<file path="src/shared/fpm_regs.svh">
// timing constants, key indices and limits for the front panel mode controller
`ifndef FPM_REGS_SVH
`define FPM_REGS_SVH

// clock rate and the time base the panel timers count in
`define FPM_CLK_MHZ 250
`define FPM_TICK_US 1000

// times in milliseconds, as the panel behaviour is specified
`define FPM_SHOW_MS 1000
`define FPM_IDLE_MS 20000
`define FPM_HOLD_MS 2000
`define FPM_DEBOUNCE_MS 10

// key positions on the key_pin bus
`define FPM_NKEYS 5
`define FPM_K_MODE 0
`define FPM_K_SHIFT 1
`define FPM_K_UP 2
`define FPM_K_DOWN 3
`define FPM_K_SET 4

// selection ranges
`define FPM_MON_LAST 5'h1A
`define FPM_GRP_LAST 3'h4
`define FPM_CODE_LAST 7'h4F
`define FPM_DIGIT_LAST 3'h4
`define FPM_VAL_W 16

`endif

</file>
<file path="src/shared/fpm_pkg.sv">
// types shared by the front panel mode controller and its surroundings
package fpm_pkg;

  // panel modes, gray coded along boot, monitor, parameter, edit, save path
  typedef enum logic [2:0] {
    ST_BOOT  = 3'h0,
    ST_MON   = 3'h1,
    ST_PAR   = 3'h3,
    ST_EDIT  = 3'h2,
    ST_WAIT  = 3'h6,
    ST_STAT  = 3'h7,
    ST_ALARM = 3'h5
  } fpm_state_type;

  // answer of the parameter store to a save attempt
  typedef enum logic [2:0] {
    WS_SAVED    = 3'h0,
    WS_READONLY = 3'h1,
    WS_LOCKED   = 3'h2,
    WS_RANGE    = 3'h3,
    WS_SERVO_ON = 3'h4,
    WS_REPOWER  = 3'h5
  } fpm_status_type;

  // everything the display driver needs to render the panel
  typedef struct packed {
    fpm_state_type mode;
    logic show_id;
    logic [4:0] mon_sel;
    logic hex;
    logic [2:0] group;
    logic [6:0] code;
    logic signed [15:0] value;
    logic [2:0] digit;
    fpm_status_type status;
  } fpm_disp_type;

endpackage

</file>
<file path="src/rtl/fpm_panel.sv">
// front panel keypad and display mode controller
`timescale 1ns/1ps
`include "fpm_regs.svh"

// Behaviour
// - at power-up show monitor identifier one second, then enter monitor mode
// - mode key cycles parameter, monitor, alarm modes
// - alarm mode skipped in the cycle when no alarm is present
// - a new alarm forces alarm mode from any mode
// - alarm present and 20 s without keys returns to alarm mode
// - monitor up/down step monitor variable, identifier shown one second
// - monitor set toggles decimal and hexadecimal display
// - parameter shift steps the group code
// - parameter up/down step the parameter number in the group
// - parameter set enters editing showing the current value
// - editing up/down change value, mode abandons to parameter mode
// - editing shift moves the blinking digit one place left
// - editing set commits the value
// - after a good save show saved code, then back to parameter mode
// - after save attempt show the store status code for one second
// - shift held two seconds inverts sign if result stays in range
module fpm_panel #(
  parameter int unsigned TICK_CYCLES = `FPM_TICK_US * `FPM_CLK_MHZ
) (
  // clock and reset
  input wire logic core_clk,
  input wire logic rst,
  // operator keys, raw pins, high while pressed
  input wire logic [`FPM_NKEYS-1:0] key_pin,
  // drive alarm source
  input wire logic alarm_new,
  input wire logic alarm_active,
  // parameter store
  input wire logic signed [`FPM_VAL_W-1:0] par_value,
  input wire logic signed [`FPM_VAL_W-1:0] par_min,
  input wire logic signed [`FPM_VAL_W-1:0] par_max,
  input wire logic wr_done,
  input wire fpm_pkg::fpm_status_type wr_status,
  output logic wr_req,
  output logic signed [`FPM_VAL_W-1:0] wr_value,
  // display
  output fpm_pkg::fpm_disp_type disp
);

  // ==========================================================
  // millisecond tick
  logic [31:0] tick_cnt_r;
  logic tick;

  assign tick = (tick_cnt_r == TICK_CYCLES - 1);

  always_ff @(posedge core_clk or posedge rst) begin
    if (rst) begin
      tick_cnt_r <= 32'h0;
    end else if (tick) begin
      tick_cnt_r <= 32'h0;
    end else begin
      tick_cnt_r <= tick_cnt_r + 32'h1;
    end
  end

  // ==========================================================
  // key synchronisers and debouncers
  logic [`FPM_NKEYS-1:0] key_s1_r;
  logic [`FPM_NKEYS-1:0] key_s2_r;
  logic [`FPM_NKEYS-1:0] key_level;
  logic [`FPM_NKEYS-1:0] press;

  always_ff @(posedge core_clk or posedge rst) begin
    if (rst) begin
      key_s1_r <= '0;
      key_s2_r <= '0;
    end else begin
      key_s1_r <= key_pin;
      key_s2_r <= key_s1_r;
    end
  end

  // a key must hold a new level for the whole debounce time to count
  for (genvar k = 0; k < `FPM_NKEYS; k++) begin : g_key
    logic [4:0] deb_r;
    logic stable_r;
    logic press_r;
    always_ff @(posedge core_clk or posedge rst) begin
      if (rst) begin
        deb_r <= 5'h0;
        stable_r <= 1'b0;
        press_r <= 1'b0;
      end else begin
        press_r <= 1'b0;
        if (key_s2_r[k] == stable_r) begin
          deb_r <= 5'h0;
        end else if (tick) begin
          if (deb_r == 5'(`FPM_DEBOUNCE_MS - 1)) begin
            deb_r <= 5'h0;
            stable_r <= key_s2_r[k];
            press_r <= key_s2_r[k];
          end else begin
            deb_r <= deb_r + 5'h1;
          end
        end
      end
    end
    assign key_level[k] = stable_r;
    assign press[k] = press_r;
  end

  logic any_press;
  logic p_mode;
  logic p_shift;
  logic p_up;
  logic p_down;
  logic p_set;

  assign any_press = |press;
  assign p_mode = press[`FPM_K_MODE];
  assign p_shift = press[`FPM_K_SHIFT];
  assign p_up = press[`FPM_K_UP];
  assign p_down = press[`FPM_K_DOWN];
  assign p_set = press[`FPM_K_SET];

  // ==========================================================
  // inactivity timer: fires once when alarm stands and keys are idle
  logic [14:0] idle_ms_r;
  logic idle_fire;

  assign idle_fire = tick && alarm_active &&
                     idle_ms_r == 15'(`FPM_IDLE_MS - 1);

  always_ff @(posedge core_clk or posedge rst) begin
    if (rst) begin
      idle_ms_r <= 15'h0;
    end else if (any_press) begin
      idle_ms_r <= 15'h0;
    end else if (tick && idle_ms_r != 15'(`FPM_IDLE_MS)) begin
      idle_ms_r <= idle_ms_r + 15'h1;
    end
  end

  // ==========================================================
  // shift hold timer for sign inversion, fires once per hold
  logic [11:0] hold_ms_r;
  logic hold_fire;

  assign hold_fire = tick && hold_ms_r == 12'(`FPM_HOLD_MS - 1);

  always_ff @(posedge core_clk or posedge rst) begin
    if (rst) begin
      hold_ms_r <= 12'h0;
    end else if (!key_level[`FPM_K_SHIFT]) begin
      hold_ms_r <= 12'h0;
    end else if (tick && hold_ms_r != 12'(`FPM_HOLD_MS)) begin
      hold_ms_r <= hold_ms_r + 12'h1;
    end
  end

  // ==========================================================
  // edit arithmetic
  function automatic logic signed [16:0] pow10(input logic [2:0] d);
    case (d)
      3'h0: pow10 = 17'sh00001;
      3'h1: pow10 = 17'sh0000A;
      3'h2: pow10 = 17'sh00064;
      3'h3: pow10 = 17'sh003E8;
      default: pow10 = 17'sh02710;
    endcase
  endfunction

  // clamp keeps the edited value inside the store's legal range
  function automatic logic signed [15:0] clamp(
    input logic signed [16:0] v,
    input logic signed [15:0] lo,
    input logic signed [15:0] hi);
    if (v < 17'(lo)) begin
      clamp = lo;
    end else if (v > 17'(hi)) begin
      clamp = hi;
    end else begin
      clamp = v[15:0];
    end
  endfunction

  // ==========================================================
  // panel state machine
  fpm_pkg::fpm_state_type state_r;
  logic [10:0] show_ms_r;
  logic show_id_r;
  logic [4:0] mon_sel_r;
  logic hex_r;
  logic [2:0] group_r;
  logic [6:0] code_r;
  logic signed [15:0] edit_r;
  logic [2:0] digit_r;
  fpm_pkg::fpm_status_type status_r;
  logic signed [16:0] edit_neg;
  logic show_done;

  assign edit_neg = -17'(edit_r);
  assign show_done = tick && show_ms_r == 11'h1;

  // one-second display timer for boot, monitor identifier and status
  always_ff @(posedge core_clk or posedge rst) begin
    if (rst) begin
      show_ms_r <= 11'(`FPM_SHOW_MS);
    end else if ((state_r == fpm_pkg::ST_MON && (p_up || p_down)) ||
                 (state_r == fpm_pkg::ST_WAIT && wr_done)) begin
      show_ms_r <= 11'(`FPM_SHOW_MS);
    end else if (tick && show_ms_r != 11'h0) begin
      show_ms_r <= show_ms_r - 11'h1;
    end
  end

  always_ff @(posedge core_clk or posedge rst) begin
    if (rst) begin
      state_r <= fpm_pkg::ST_BOOT;
      show_id_r <= 1'b1;
    end else if (alarm_new || idle_fire) begin
      state_r <= fpm_pkg::ST_ALARM;
      show_id_r <= 1'b0;
    end else begin
      if (show_done) begin
        show_id_r <= 1'b0;
      end
      case (state_r)
        fpm_pkg::ST_BOOT: begin
          if (show_done) begin
            state_r <= fpm_pkg::ST_MON;
          end
        end
        fpm_pkg::ST_MON: begin
          if (p_mode) begin
            state_r <= alarm_active ? fpm_pkg::ST_ALARM
                                    : fpm_pkg::ST_PAR;
            show_id_r <= 1'b0;
          end else if (p_up || p_down) begin
            show_id_r <= 1'b1;
          end
        end
        fpm_pkg::ST_ALARM: begin
          if (p_mode) begin
            state_r <= fpm_pkg::ST_PAR;
          end
        end
        fpm_pkg::ST_PAR: begin
          if (p_mode) begin
            state_r <= fpm_pkg::ST_MON;
          end else if (p_set) begin
            state_r <= fpm_pkg::ST_EDIT;
          end
        end
        fpm_pkg::ST_EDIT: begin
          if (p_mode) begin
            state_r <= fpm_pkg::ST_PAR;
          end else if (p_set) begin
            state_r <= fpm_pkg::ST_WAIT;
          end
        end
        fpm_pkg::ST_WAIT: begin
          if (wr_done) begin
            state_r <= fpm_pkg::ST_STAT;
          end
        end
        fpm_pkg::ST_STAT: begin
          // a refused save returns to editing so the value can be fixed
          if (show_done) begin
            state_r <= (status_r == fpm_pkg::WS_SAVED ||
                        status_r == fpm_pkg::WS_REPOWER)
                       ? fpm_pkg::ST_PAR : fpm_pkg::ST_EDIT;
          end
        end
        default: state_r <= fpm_pkg::ST_BOOT;
      endcase
    end
  end

  // monitor selection and number format
  always_ff @(posedge core_clk or posedge rst) begin
    if (rst) begin
      mon_sel_r <= 5'h0;
      hex_r <= 1'b0;
    end else if (state_r == fpm_pkg::ST_MON) begin
      if (p_up) begin
        mon_sel_r <= (mon_sel_r == `FPM_MON_LAST) ? 5'h0
                                                  : mon_sel_r + 5'h1;
      end else if (p_down) begin
        mon_sel_r <= (mon_sel_r == 5'h0) ? `FPM_MON_LAST
                                         : mon_sel_r - 5'h1;
      end else if (p_set) begin
        hex_r <= ~hex_r;
      end
    end
  end

  // parameter group and number selection
  always_ff @(posedge core_clk or posedge rst) begin
    if (rst) begin
      group_r <= 3'h0;
      code_r <= 7'h0;
    end else if (state_r == fpm_pkg::ST_PAR) begin
      if (p_shift) begin
        group_r <= (group_r == `FPM_GRP_LAST) ? 3'h0 : group_r + 3'h1;
        code_r <= 7'h0;
      end else if (p_up) begin
        code_r <= (code_r == `FPM_CODE_LAST) ? 7'h0 : code_r + 7'h1;
      end else if (p_down) begin
        code_r <= (code_r == 7'h0) ? `FPM_CODE_LAST : code_r - 7'h1;
      end
    end
  end

  // edited value and blinking digit
  always_ff @(posedge core_clk or posedge rst) begin
    if (rst) begin
      edit_r <= 16'sh0000;
      digit_r <= 3'h0;
    end else if (state_r == fpm_pkg::ST_PAR && p_set) begin
      edit_r <= par_value;
      digit_r <= 3'h0;
    end else if (state_r == fpm_pkg::ST_EDIT) begin
      if (p_up) begin
        edit_r <= clamp(17'(edit_r) + pow10(digit_r), par_min, par_max);
      end else if (p_down) begin
        edit_r <= clamp(17'(edit_r) - pow10(digit_r), par_min, par_max);
      end else if (p_shift) begin
        digit_r <= (digit_r == `FPM_DIGIT_LAST) ? 3'h0
                                                : digit_r + 3'h1;
      end else if (hold_fire && edit_neg >= 17'(par_min) &&
                   edit_neg <= 17'(par_max)) begin
        edit_r <= edit_neg[15:0];
      end
    end
  end

  // save request toward the store and its answer
  always_ff @(posedge core_clk or posedge rst) begin
    if (rst) begin
      wr_req <= 1'b0;
      wr_value <= 16'sh0000;
      status_r <= fpm_pkg::WS_SAVED;
    end else begin
      wr_req <= state_r == fpm_pkg::ST_EDIT && p_set && !p_mode &&
                !alarm_new && !idle_fire;
      if (state_r == fpm_pkg::ST_EDIT && p_set) begin
        wr_value <= edit_r;
      end
      if (state_r == fpm_pkg::ST_WAIT && wr_done) begin
        status_r <= wr_status;
      end
    end
  end

  // ==========================================================
  // display bundle, all fields straight from registers
  assign disp.mode = state_r;
  assign disp.show_id = show_id_r;
  assign disp.mon_sel = mon_sel_r;
  assign disp.hex = hex_r;
  assign disp.group = group_r;
  assign disp.code = code_r;
  assign disp.value = edit_r;
  assign disp.digit = digit_r;
  assign disp.status = status_r;

endmodule // fpm_panel

</file>
<file path="config.mk">
export PLATFORM = sky130hd
export DESIGN_NAME = fpm_panel
export DESIGN_NICKNAME = d
export VERILOG_FILES = /design/src/shared/fpm_pkg.sv /design/src/rtl/fpm_panel.sv
export VERILOG_INCLUDE_DIRS = /design/src /design/src/shared
export SDC_FILE = /design/constraint.sdc
export NUM_CORES = 1
export LEC_CHECK = 0
export BUFFER_PORTS_ARGS = -buffer_cell sky130_fd_sc_hd__buf_2
export CORE_UTILIZATION = 55
export DETAILED_ROUTE_END_ITERATION = 12
export PLACE_DENSITY = 0.78
export SETUP_SLACK_MARGIN = 0.1
export SKIP_LAST_GASP = 1
export SYNTH_ARGS = -nofsm -noshare
export SYNTH_HDL_FRONTEND = slang
export SYNTH_SLANG_ARGS = --single-unit
export TNS_END_PERCENT = 20
</file>
<file path="constraint.sdc">
create_clock -name core_clk -period 6.1 [get_ports core_clk]
set_input_delay 0.61 -clock core_clk [delete_from_list [all_inputs] [get_ports core_clk]]
set_output_delay 0.61 -clock core_clk [all_outputs]
set_load 0.03 [all_outputs]
</file>
==> reports/metrics.csv <==
metric;value;unit
status;completed;
Final period util;92.9;%
Finished Layout Cells;1912;
Overflow after GRT;0;
DR WL/cell;19.9;µm
first-pass GRT wire length;60500;µm
Tot GR Track Use;31.9;%
largest net degree at the start of global routing;111;
RD Place Congestion;1.02;
crit path buf inv count;4;
Core Util, Final;63.1;%
Net Count, Synth;1690;
via count;11800;
delay-heaviest family, CP;compound AO/OA/AOI/OAI gates;
drt total wl;38000;µm
asr flop ratio synth;100;%
CTS tree;yes;
Req. time, crit path;6.39;ns
Initial Util;56.2;%
via/cell ratio;6.19;
Ys Warns;0;
Die X;157;µm
Fin Setup TNS;0;ns
Area Growth Syn to Fin;12.3;%
Die H;157;µm
Clk Latency, worst-skew pair;0.44;ns
clk_skew;0.0150;ns
share of cells above drive strength 1;15.9;%
Pleak;7.04;nW
clk sinks;174;
most used flip-flop cell after synthesis;dfrtp_1;
Iter 0 DRT Violations;1143;
syn avg cell area;9.00;µm²
Core Region;23500;µm²
CTS H-tree lvls;4;
MaxCap Viol Count;0;
hpwl dp;28300;µm
slowest CP cell;dfrtp_1;
Inserted Clock Buffers;17;
Final Power;2.83;mW
most frequent cells after synthesis;167 x dfrtp_1, 157 x ha_1, 133 x nand2_1, 108 x nor2_1, 91 x inv_1;
flops & latches, synth;174;
# Post-CTS Setup Buffers;0;
# IOs;120;
Inst Count DP;1879;
fmax;176;MHz
Slew @ Worst Pin;1.22;ns
CP endpoint kind;register;
Slew Limit Fails;0;
Arr. time, crit path;5.96;ns
I/O Buffers;119;
most used cell, CP;ha_1;
CTS clk-pin slew, worst paths;0.08;ns
final setup violation count;0;
post-synthesis sequential area ratio;33.0;%
TritonRoute pass-1 iters;6;
Max clock buf depth;2;
worst path cell trace;ha_1 > ha_1 > nor2_2 > inv_1 > nor3_2 > inv_1 > ha_1 > buf_4 > a211oi_1 > o21bai_1 > a21boi_0 > xor2_1 > ha_1 > and3_1 > a221oi_1 > nor2_1 > a21oi_1 > a21boi_1 > buf_4 > a221oi_1 > a31o_2 > o21ai_0;
post-synth top area share;31.6;%
relative max-transition margin;18.9;%
RSZ-0062 raised after global routing;false;
CP max FO;8;
Hold Crit Class;input port to register;
Peak VDD IR;0.000175;V
largest cells by area after synthesis;dfrtp_1 32%, ha_1 15%, xnor2_1 4.2%;
Final Hold Fails;0;
EDFF count, synth;0;
Worst setup SP type;register;
DIE AREA;24700;µm²
layout net count;1799;
Cell Rows;56;
drc violations;0;
Crit Path Category;register to register;
Hold WS;0.274;ns
Clock Tree Root;clkbuf_16;
number of global-route vias before repair;11400;
initial antenna violation count;2;
dominant cell type by area after synthesis;dfrtp_1;
post-route ant nets;0;
Max stage delay on crit path;0.45;ns
Cell variety after synth;78;
Cells after Synth;1470;
most frequently used cell type in the post-synthesis netlist;dfrtp_1;
Mapped Area;13200;µm²
Final min period;5.67;ns
Pwr Density;190;nW/µm²
state kept, by name, summed over array words and instances, names as in the netlist:
register and flops:
tick_cnt_r 32, g_key.deb_r 25, edit_r 16, wr_value 16
idle_ms_r 15, hold_ms_r 12, show_ms_r 11, code_r 7
g_key.press_r 5, g_key.stable_r 5, key_s1_r 5, key_s2_r 5
mon_sel_r 5, digit_r 3, group_r 3, state_r 3
status_r 3, hex_r 1, show_id_r 1, wr_req 1
stage by stage:
stage,instance area [µm²],setup WS [ns]
floorplan,13200,0.248
global placement,14200,0.459
detailed placement,14200,0.294
CTS,14800,0.237
global route,14900,0.116
finish,14900,0.431
cell families (layout without fill, tap and decap cells):
family | count (synthesis) | in the layout | synth area share, %
other | 0 | 1 | 0
adder cells (fa/ha/maj) | 159 | 159 | 15.1
multiplexers | 51 | 51 | 4.30
AND/OR/NAND/NOR | 509 | 509 | 19.5
AO/OA/AOI/OAI | 326 | 326 | 16.6
flip-flops | 174 | 174 | 33.0
XOR/XNOR | 109 | 109 | 7.21
buffers and inverters | 142 | 264 | 4.27
routing by layer:
| metal | track usage (%) | share of wire (%) | vias up |
|---|---|---|---|
| li1 | - | - | 5561 |
| met1 | 42.4 | 43 | 5659 |
| met2 | 50.5 | 45 | 512 |
| met3 | 6.80 | 8.1 | 97 |
| met4 | 13.5 | 4.0 | 2 |
| met5 | 0 | 0.034 | - |
worst register-to-register path, delay by kind of cell, from the launching register on:
kind                     cells  cell delay, ns
XOR/XNOR                     1            0.44
flip-flops                   1            0.45
AO/OA/AOI/OAI                9            2.17
buffers and inverters        4            0.67
AND/OR/NAND/NOR              4            0.68
adder cells (fa/ha/maj)      4            1.10
path summary, 6_finish.rpt:
| path | startpoint | end | slack (ns) | cells after the start |
|---|---|---|---|---|
| worst max-delay path | digit_r[0]$_DFFE_PP0P_ | edit_r[2]$_DFFE_PP0P_ | 0.43 | 22 |
| worst min-delay path | key_pin[2] | key_s1_r[2]$_DFF_PP0_ | 0.27 | 1 |
| worst max register to register | digit_r[0]$_DFFE_PP0P_ | edit_r[2]$_DFFE_PP0P_ | 0.43 | 22 |
| worst min register to register | key_s1_r[2]$_DFF_PP0_ | key_s2_r[2]$_DFF_PP0_ | 0.35 | 0 |
| max in group asynchronous | rst | tick_cnt_r[10]$_DFF_PP0_ | 4.26 | 3 |
| min in group asynchronous | rst | show_ms_r[4]$_DFFE_PP0P_ | 0.39 | 2 |
power breakdown:
part | total [mW] | leakage [nW] | internal [mW] | switching [mW]
Sequential | 1.18 | 2.34 | 1.16 | 0.0218
Clock | 1.14 | 0.300 | 0.600 | 0.536
Combinational | 0.512 | 4.40 | 0.196 | 0.316
repair_timing:
action,CTS,global route
setup endpoints to repair,0,16
resized for setup,0,15
hold buffers,0,0
cells in the final DEF (no fill, tap or decap), types with 7 or more instances in the layout:
cell and n:
a211oi_1 13, a21o_1 14, a21oi_1 81, a221oi_1 13, a311oi_1 8, a31o_2 8, a31oi_1 16, and2_1 22
and3_1 23, buf_2 119, buf_4 19, clkbuf_16 17, dfrtp_1 167, dfstp_2 7, ha_1 157, inv_1 90
mux2_2 37, mux2i_1 13, nand2_1 133, nand2b_1 17, nand3_1 41, nand4_1 36, nor2_1 107, nor2b_1 14
nor3_1 27, nor4_1 12, nor4b_1 8, o211ai_1 13, o21a_1 9, o21ai_0 52, o22ai_1 18, o31ai_1 7
or3_1 35, xnor2_1 64, xor2_1 45
area by class of cell:
class                   instances  area, µm²
diodes                          1       2.50
clock buffers                  18        439
clock inverters                14        163
fillers                      2017       8680
inverters                      92        350
multi-input cells            1154       8390
flip-flops and latches        174       4360
well taps                     319        399
repair buffers                140        761
Power figures use the tool's default switching activity.
